==> src/logic/mpw_defines.svh <==
// Register offsets, field positions and reset values of the MAC tail bank.
`ifndef MPW_DEFINES_SVH
`define MPW_DEFINES_SVH
// ============================================================
// Register byte addresses
`define MPW_OFF_SA4_TOP      8'hB4
`define MPW_OFF_TYPE_ID      8'hB8
`define MPW_OFF_TX_PAUSE_Q   8'hBC
`define MPW_OFF_USER_IO      8'hC0
`define MPW_OFF_WAKE_CFG     8'hC4
`define MPW_OFF_NET_CTRL     8'hC8
`define MPW_OFF_NET_CFG      8'hCC
`define MPW_OFF_VERSION      8'hFC
// ============================================================
// Reset values
`define MPW_RST_TX_PAUSE_Q   16'hFFFF
`define MPW_RST_WAKE_CFG     20'h0FFFF
// Arbitrary neutral version value.
`define MPW_VERSION_VALUE    16'h0001
// ============================================================
// User input/output register bits
`define MPW_UIO_RMII         0
`define MPW_UIO_EXT_MATCH    1
`define MPW_UIO_PAUSE_TGL    2
`define MPW_UIO_ZERO_Q       3
`define MPW_UIO_LOOPBACK     16
`define MPW_UIO_HALF_DUPLEX  17
`define MPW_UIO_BITRATE      18
`define MPW_UIO_SPEED        19
`define MPW_UIO_WAKE         20
// ============================================================
// Wake configuration enables
`define MPW_WK_MAGIC         16
`define MPW_WK_ARP           17
`define MPW_WK_FIRST_ADDR    18
`define MPW_WK_HASH          19
// ============================================================
// Own network control and configuration bits
`define MPW_NCTL_LOOPBACK    0
`define MPW_NCFG_SPEED       0
`define MPW_NCFG_FULL_DUPLEX 1
`define MPW_NCFG_BITRATE     2
`define MPW_NCFG_EXT_ADDR_EN 3
// AXI response codes
`define MPW_RESP_OKAY        2'h0
`define MPW_RESP_SLVERR      2'h2
`endif

==> src/logic/mpw_pkg.sv <==
// Types for the MAC pause and wake configuration bank.
`default_nettype none
package mpw_pkg;
  typedef enum logic [0:0] {
    MPW_WR_IDLE,
    MPW_WR_RESP
  } mpw_wr_state_t;

  typedef struct packed {
    mpw_wr_state_t wr_state;
    logic          aw_held;
    logic [7:0]    aw_addr;
    logic          w_held;
    logic [31:0]   w_data;
    logic [3:0]    w_strb;
    logic          bvalid;
    logic [1:0]    bresp;
    logic          rvalid;
    logic [31:0]   rdata;
    logic [1:0]    rresp;
    logic [15:0]   sa4_top;
    logic [15:0]   type_id;
    logic [15:0]   pause_q;
    logic          rmii;
    logic          zero_q;
    logic          pause_tgl;
    logic          pause_tgl_seen;
    logic          wake_det;
    logic [19:0]   wake_cfg;
    logic          net_loopback;
    logic [3:0]    net_cfg;
    logic          pause_req;
    logic [15:0]   pause_value;
    logic          frame_copy;
    logic          type_hit;
    logic          wake_out;
  } mpw_state_t;
endpackage
`default_nettype wire

==> src/logic/mpw_regs.sv <==
// Tail register bank of a 10/100 MAC: pause, wake and user I/O control.
`timescale 1ns/1ns
`default_nettype none
`include "mpw_defines.svh"
// Summary of operation
// - Hold address bits 32-47 in low half.
// - Compare programmed value to frame type field.
// - Pause frames carry quantum, reset all ones.
// - Zero-quantum bit forces zero pause length.
// - Each toggle of pause bit sends frame.
// - External match plus enable copies frame.
// - Interface bit: zero MII, one RMII.
// - Wake status shows detection, never software-set.
// - Half-duplex reads inverse of full-duplex bit.
// - Speed, bitrate, loopback mirror configuration bits.
// - Wake status bit clears on write one.
// - Four enables gate wake event sources.
// - ARP target IP low half match wakes.
// - Zero programmed IP never wakes.
// - Read-only version in low 16 bits.
// - System and peripheral clocks share one here.
module mpw_regs (
  input  wire logic        clk_sys,
  input  wire logic        rst,
  input  wire logic [7:0]  s_axi_awaddr,
  input  wire logic        s_axi_awvalid,
  output logic             s_axi_awready,
  input  wire logic [31:0] s_axi_wdata,
  input  wire logic [3:0]  s_axi_wstrb,
  input  wire logic        s_axi_wvalid,
  output logic             s_axi_wready,
  output logic [1:0]       s_axi_bresp,
  output logic             s_axi_bvalid,
  input  wire logic        s_axi_bready,
  input  wire logic [7:0]  s_axi_araddr,
  input  wire logic        s_axi_arvalid,
  output logic             s_axi_arready,
  output logic [31:0]      s_axi_rdata,
  output logic [1:0]       s_axi_rresp,
  output logic             s_axi_rvalid,
  input  wire logic        s_axi_rready,
  input  wire logic        rx_frame_end,
  input  wire logic [15:0] rx_type_len,
  input  wire logic        ext_addr_match_in,
  input  wire logic        rx_hash_hit,
  input  wire logic        rx_first_addr_hit,
  input  wire logic        rx_arp_request,
  input  wire logic [15:0] rx_arp_target_ip,
  input  wire logic        rx_magic_packet,
  output logic             rmii_mode,
  output logic             pause_send,
  output logic [15:0]      pause_quantum,
  output logic             frame_copy,
  output logic             type_id_hit,
  output logic [15:0]      specific_addr4_top,
  output logic             wake_on_lan,
  output logic             loopback_en,
  output logic             full_duplex_cfg,
  output logic             speed_100,
  output logic             bitrate_sel
);
  // ============================================================
  // State
  mpw_pkg::mpw_state_t st_reg;
  mpw_pkg::mpw_state_t st_next;

  function automatic logic [31:0] read_word(
    input mpw_pkg::mpw_state_t s,
    input logic [7:0]          a
  );
    logic [31:0] v;
    v = 32'h0000_0000;
    case (a)
      `MPW_OFF_SA4_TOP:    v[15:0] = s.sa4_top;
      `MPW_OFF_TYPE_ID:    v[15:0] = s.type_id;
      `MPW_OFF_TX_PAUSE_Q: v[15:0] = s.pause_q;
      `MPW_OFF_USER_IO: begin
        v[`MPW_UIO_RMII]        = s.rmii;
        v[`MPW_UIO_EXT_MATCH]   = ext_addr_match_in;
        v[`MPW_UIO_PAUSE_TGL]   = s.pause_tgl;
        v[`MPW_UIO_ZERO_Q]      = s.zero_q;
        v[`MPW_UIO_LOOPBACK]    = s.net_loopback;
        v[`MPW_UIO_HALF_DUPLEX] = ~s.net_cfg[`MPW_NCFG_FULL_DUPLEX];
        v[`MPW_UIO_BITRATE]     = s.net_cfg[`MPW_NCFG_BITRATE];
        v[`MPW_UIO_SPEED]       = s.net_cfg[`MPW_NCFG_SPEED];
        v[`MPW_UIO_WAKE]        = s.wake_det;
      end
      `MPW_OFF_WAKE_CFG:   v[19:0] = s.wake_cfg;
      `MPW_OFF_NET_CTRL:   v[`MPW_NCTL_LOOPBACK] = s.net_loopback;
      `MPW_OFF_NET_CFG:    v[3:0] = s.net_cfg;
      `MPW_OFF_VERSION:    v[15:0] = `MPW_VERSION_VALUE;
      default:             v = 32'h0000_0000;
    endcase
    return v;
  endfunction

  function automatic logic addr_ok(input logic [7:0] a);
    case (a)
      `MPW_OFF_SA4_TOP, `MPW_OFF_TYPE_ID, `MPW_OFF_TX_PAUSE_Q,
      `MPW_OFF_USER_IO, `MPW_OFF_WAKE_CFG, `MPW_OFF_NET_CTRL,
      `MPW_OFF_NET_CFG, `MPW_OFF_VERSION: addr_ok = 1'b1;
      default: addr_ok = 1'b0;
    endcase
  endfunction

  // Byte-lane merge of a write into a 32-bit old value.
  function automatic logic [31:0] merge(
    input logic [31:0] old,
    input logic [31:0] d,
    input logic [3:0]  be
  );
    logic [31:0] m;
    m = old;
    for (int i = 0; i < 4; i++) begin
      if (be[i]) begin
        m[i*8 +: 8] = d[i*8 +: 8];
      end
    end
    return m;
  endfunction

  logic        wr_fire;
  logic [31:0] wr_word;
  logic        wake_event;
  logic        aw_rdy_reg;
  logic        w_rdy_reg;
  logic        ar_rdy_reg;

  // ============================================================
  // Next state
  always_comb begin
    st_next = st_reg;
    wr_fire = 1'b0;
    wr_word = 32'h0000_0000;
    // A clean event pulses for one cycle; the pin is registered below.
    wake_event = (rx_magic_packet & st_reg.wake_cfg[`MPW_WK_MAGIC])
      | (rx_hash_hit & st_reg.wake_cfg[`MPW_WK_HASH])
      | (rx_first_addr_hit & st_reg.wake_cfg[`MPW_WK_FIRST_ADDR])
      | (rx_arp_request & st_reg.wake_cfg[`MPW_WK_ARP]
         & (st_reg.wake_cfg[15:0] != 16'h0000)
         & (rx_arp_target_ip == st_reg.wake_cfg[15:0]));

    if (s_axi_awvalid && aw_rdy_reg) begin
      st_next.aw_held = 1'b1;
      st_next.aw_addr = {s_axi_awaddr[7:2], 2'b00};
    end
    if (s_axi_wvalid && w_rdy_reg) begin
      st_next.w_held = 1'b1;
      st_next.w_data = s_axi_wdata;
      st_next.w_strb = s_axi_wstrb;
    end

    case (st_reg.wr_state)
      mpw_pkg::MPW_WR_IDLE: begin
        if (st_reg.aw_held && st_reg.w_held) begin
          wr_fire = 1'b1;
          st_next.aw_held = 1'b0;
          st_next.w_held = 1'b0;
          st_next.bvalid = 1'b1;
          st_next.bresp = addr_ok(st_reg.aw_addr) ? `MPW_RESP_OKAY
                                                  : `MPW_RESP_SLVERR;
          st_next.wr_state = mpw_pkg::MPW_WR_RESP;
        end
      end
      mpw_pkg::MPW_WR_RESP: begin
        if (s_axi_bready) begin
          st_next.bvalid = 1'b0;
          st_next.wr_state = mpw_pkg::MPW_WR_IDLE;
        end
      end
      default: st_next.wr_state = mpw_pkg::MPW_WR_IDLE;
    endcase

    if (wr_fire) begin
      wr_word = merge(read_word(st_reg, st_reg.aw_addr),
                      st_reg.w_data, st_reg.w_strb);
      case (st_reg.aw_addr)
        `MPW_OFF_SA4_TOP:    st_next.sa4_top = wr_word[15:0];
        `MPW_OFF_TYPE_ID:    st_next.type_id = wr_word[15:0];
        `MPW_OFF_TX_PAUSE_Q: st_next.pause_q = wr_word[15:0];
        `MPW_OFF_USER_IO: begin
          st_next.rmii      = wr_word[`MPW_UIO_RMII];
          st_next.zero_q    = wr_word[`MPW_UIO_ZERO_Q];
          st_next.pause_tgl = wr_word[`MPW_UIO_PAUSE_TGL];
          if (st_reg.w_strb[2] && st_reg.w_data[`MPW_UIO_WAKE]) begin
            st_next.wake_det = 1'b0;
          end
        end
        `MPW_OFF_WAKE_CFG:   st_next.wake_cfg = wr_word[19:0];
        `MPW_OFF_NET_CTRL:
          st_next.net_loopback = wr_word[`MPW_NCTL_LOOPBACK];
        `MPW_OFF_NET_CFG:    st_next.net_cfg = wr_word[3:0];
        default: st_next.sa4_top = st_reg.sa4_top;
      endcase
    end
    // A wake event in the clearing cycle wins over the clear.
    if (wake_event) begin
      st_next.wake_det = 1'b1;
    end
    st_next.wake_out = wake_event;

    // Pause frame request on each change of the toggle bit.
    st_next.pause_tgl_seen = st_reg.pause_tgl;
    st_next.pause_req = st_reg.pause_tgl ^ st_reg.pause_tgl_seen;
    st_next.pause_value = st_reg.zero_q ? 16'h0000 : st_reg.pause_q;

    st_next.frame_copy = ext_addr_match_in
                       & st_reg.net_cfg[`MPW_NCFG_EXT_ADDR_EN];
    st_next.type_hit = rx_frame_end
                     & (rx_type_len == st_reg.type_id);

    if (st_reg.rvalid) begin
      if (s_axi_rready) begin
        st_next.rvalid = 1'b0;
      end
    end else if (s_axi_arvalid && ar_rdy_reg) begin
      st_next.rvalid = 1'b1;
      st_next.rdata = read_word(st_reg, {s_axi_araddr[7:2], 2'b00});
      st_next.rresp = addr_ok({s_axi_araddr[7:2], 2'b00}) ? `MPW_RESP_OKAY
                                                         : `MPW_RESP_SLVERR;
    end

    // Ready is offered only while the matching holding slot is empty.
    if (rst) begin
      st_next = '0;
      st_next.wr_state = mpw_pkg::MPW_WR_IDLE;
      st_next.pause_q = `MPW_RST_TX_PAUSE_Q;
      st_next.wake_cfg = `MPW_RST_WAKE_CFG;
      st_next.pause_value = `MPW_RST_TX_PAUSE_Q;
    end
  end

  // ============================================================
  // Registers; one clock serves both bus sides in this build.
  always_ff @(posedge clk_sys) begin
    st_reg <= st_next;
  end

  // ============================================================
  // Outputs, all from flip-flops
  always_ff @(posedge clk_sys) begin
    if (rst) begin
      aw_rdy_reg <= 1'b0;
      w_rdy_reg <= 1'b0;
      ar_rdy_reg <= 1'b0;
    end else begin
      // Ready stands only while its slot is empty, so a handshake can
      // never overwrite a word that is still waiting.
      aw_rdy_reg <= !st_next.aw_held;
      w_rdy_reg <= !st_next.w_held;
      ar_rdy_reg <= !st_next.rvalid;
    end
  end
  assign s_axi_awready = aw_rdy_reg;
  assign s_axi_wready = w_rdy_reg;
  assign s_axi_arready = ar_rdy_reg;
  assign s_axi_bvalid = st_reg.bvalid;
  assign s_axi_bresp = st_reg.bresp;
  assign s_axi_rvalid = st_reg.rvalid;
  assign s_axi_rdata = st_reg.rdata;
  assign s_axi_rresp = st_reg.rresp;
  assign rmii_mode = st_reg.rmii;
  assign pause_send = st_reg.pause_req;
  assign pause_quantum = st_reg.pause_value;
  assign frame_copy = st_reg.frame_copy;
  assign type_id_hit = st_reg.type_hit;
  // Bit zero holds address bit 32, the low bit of the fifth address byte.
  assign specific_addr4_top = st_reg.sa4_top;
  assign wake_on_lan = st_reg.wake_out;
  assign loopback_en = st_reg.net_loopback;
  assign full_duplex_cfg = st_reg.net_cfg[`MPW_NCFG_FULL_DUPLEX];
  assign speed_100 = st_reg.net_cfg[`MPW_NCFG_SPEED];
  assign bitrate_sel = st_reg.net_cfg[`MPW_NCFG_BITRATE];
endmodule
`default_nettype wire

==> config.mk <==
export PLATFORM = sky130hd
export DESIGN_NAME = mpw_regs
export DESIGN_NICKNAME = d
export VERILOG_FILES = /design/src/logic/mpw_pkg.sv /design/src/logic/mpw_regs.sv
export VERILOG_INCLUDE_DIRS = /design/src /design/src/logic
export SDC_FILE = /design/constraint.sdc
export NUM_CORES = 1
export LEC_CHECK = 0
export BUFFER_PORTS_ARGS = -buffer_cell sky130_fd_sc_hd__buf_2
export CAP_MARGIN = 20
export CORE_MARGIN = 8
export CORE_UTILIZATION = 43
export DETAILED_ROUTE_END_ITERATION = 6
export HOLD_SLACK_MARGIN = 0.15
export PLACE_DENSITY = 0.69
export REMOVE_ABC_BUFFERS = 1
export SLEW_MARGIN = 5
export SYNTH_ARGS = -nofsm -noshare
export SYNTH_HDL_FRONTEND = slang
export SYNTH_SLANG_ARGS = --single-unit
export TNS_END_PERCENT = 50
==> constraint.sdc <==
create_clock -name clk_sys -period 1.92 [get_ports clk_sys]
set_clock_uncertainty 0.15 [all_clocks]
set_input_delay 0.288 -clock clk_sys [delete_from_list [all_inputs] [get_ports clk_sys]]
set_output_delay 0.288 -clock clk_sys [all_outputs]
set_load 0.005 [all_outputs]
==> impl_metrics.yaml <==
finish:
  syn2layout_area_growth_pct: 38.7
  num-nets-final: 1224
  finish.utilization_pct: 61.1
  drive_above_1_share_pct: 34.6
  n_antenna_cell: 0
  largest_reg_flops: 90
global_route:
  grt_pass1_wl_um: 40500
  grtUsageTotal_pct: 23.2
  grt-ovfl-total: 0
  grt_max_degree: 44
  antenna_found_initial: 0
  grt_pass1_vias: 7485
run:
  drv_cap: 0
setup_path:
  cp_max_fo: 5
  worst_ep_arrival_time_ns: 2.30
  crit_type: "reg2reg"
  worst_setup_path_end_kind: "flip-flop"
  cp-start-kind: "flip-flop"
  worstPathRequired_ns: 2.11
synth:
  synth_area_leaders: "dfxtp_1, buf_4, nand2_1"
  synth_top_area_share_pct: 41.8
  ys_top_cells_by_count: "dfxtp_1, nand2_1, nor2_1"
  synth_seq_cells: 159
  synth.avg_cell_area_um2: 8.64
  ys_async_sr_fraction_pct: 0
  synth_flop_cell: "dfxtp_1"
  synthDistinctLibCells: 72
  synth_edf_count: 0
  syn_inst: 882
  ys.warnings.count: 0
  synth.most_common_cell: "dfxtp_1"
  synth_area_um2: 7620
  yosysSeqAreaShare_pct: 41.8
  synth_top_cell_by_area: "dfxtp_1"
routing:
  antenna_left: 0
  first_pass_iters: 6
  vias_per_cell: 5.67
  wirelength_um: 26900
  drc: 0
  wl_per_cell_um: 19.7
  vias: 7740
  drt-initial-drc-count: 996
power_and_ir_drop:
  p_total_w: 0.00737
  peakVddDrop_v: 0.000587
  p_leak_nw: 4.17
  power.density_nw_per_um2: 697
clocking:
  cts_max_level: 4
  clockBufferDepth: 2
  cts.sinks: 159
  clk_pin_slew_ns: 0.06
  cts_tree: "yes"
  cts_root_buf: "clkbuf_16"
  numCtsBuffers: 17
  clock_latency_ns: 0.44
timing:
  tns_ns: -6.59
  tightest_slew_ns: 0.693
  period_needed_ns: 2.11
  finalWorstSetupSlack_ns: -0.193
  fin_hold_ws_ns: 0.219
  finalHoldViolCount: 0
  setup_violations: 70
  timing.fmax_mhz: 473
  rsz0062_at_grt: "yes"
  period_share_pct: 110
  relSlewSlack_pct: 53.7
  slew_viol_final: 0
die:
  start_util_pct: 44.1
  die_area_um2: 22200
  die_width_um: 149
  core_um2: 17300
  die_h_um: 149
  rows: 48
  io_pins: 179
min_path:
  hold_path_class: "in2reg"
placed_design:
  gp_congestion: 0.905
  hpwl_um: 18700
  io_buffers: 149
outcome:
  violations: "negative setup slack"
  outcome: "finished, violations left"
[power breakdown]
group	internal (W)	switching (W)
Clock	0.00194	0.00136
Sequential	0.00335	0.0000441
Combinational	0.000337	0.000341
Total	0.00563	0.00174
[critical path, cell delays in order (launching register included)]
cell      delay (ns)
dfxtp_4         0.36
buf_6           0.11
or4b_4          0.59
nor2_8          0.16
buf_12          0.14
a22oi_2         0.05
a21o_1          0.22
a311oi_1        0.24
[worst paths after layout]
check / start / to / slack, ns / cells after the start
max: st_reg[178] / specific_addr4_top[8] / -0.19 / 7
max reg2reg: st_reg[178] / specific_addr4_top[8] / -0.19 / 7
min reg2reg: s_axi_rdata[9] / s_axi_rdata[9] / 0.29 / 2
min: rx_type_len[8] / type_id_hit / 0.22 / 5
[cell usage in the layout, fill, tap and decap left out, drive strengths merged, types with 16 or more instances in the layout]
cell         instances
o21ai               28
a21oi               55
a21o                23
nand2              103
dlygate4sd3         47
nor2                91
buf                288
a221oi              24
clkbuf              23
a22oi               19
nand3               21
a22o                16
dfxtp              159
xnor2               18
[through the flow]
| stage | setup slack [ns] | std cells | area, µm² |
|---|---|---|---|
| CTS | -0.161 | 1354 | 10300 |
| floorplan | -0.455 | 772 | 6920 |
| global route | -0.234 | 1364 | 10600 |
| global placement | -0.243 | 1266 | 8940 |
| finish | -0.193 | 1364 | 10600 |
| detailed placement | -0.284 | 1266 | 8940 |
[cells by family (layout without fill, tap and decap cells)]
group	Yosys count	count (layout)	synth area share [%]
buf+inv	127	372	10.0
flops	159	159	41.8
other cells	1	13	0.0492
xor+xnor	33	33	3.79
compound gates	244	244	22.6
mux	15	15	2.22
simple gates	303	303	19.6
[layer usage]
layer	routed length [µm]	global-route usage, %	share of wire, %	up-vias
met5	0	0	0	-
met4	987	10.1	3.7	0
met3	2550	5.67	9.5	80
met2	12500	36.9	47	443
met1	10800	29.4	40	3613
li1	-	-	-	3604
[timing repair]
action,in CTS,in global routing
setup buffers,11,10
setup endpoints to repair,74,78
endpoints found under the hold margin,46,0
pin swaps,47,31
hold buffers,47,0
resized for setup,55,43
cloned,0,1
[layout make-up]
class | instances | area, µm²
fill | 1474 | 6720
tap | 225 | 282
clock buffer | 22 | 454
multi-input combinational | 608 | 4040
inverter | 5 | 18.8
clock inverter | 9 | 113
timing repair buffer | 336 | 2470
sequential | 159 | 3200
Note: power is estimated with default switching activity, not from simulation.
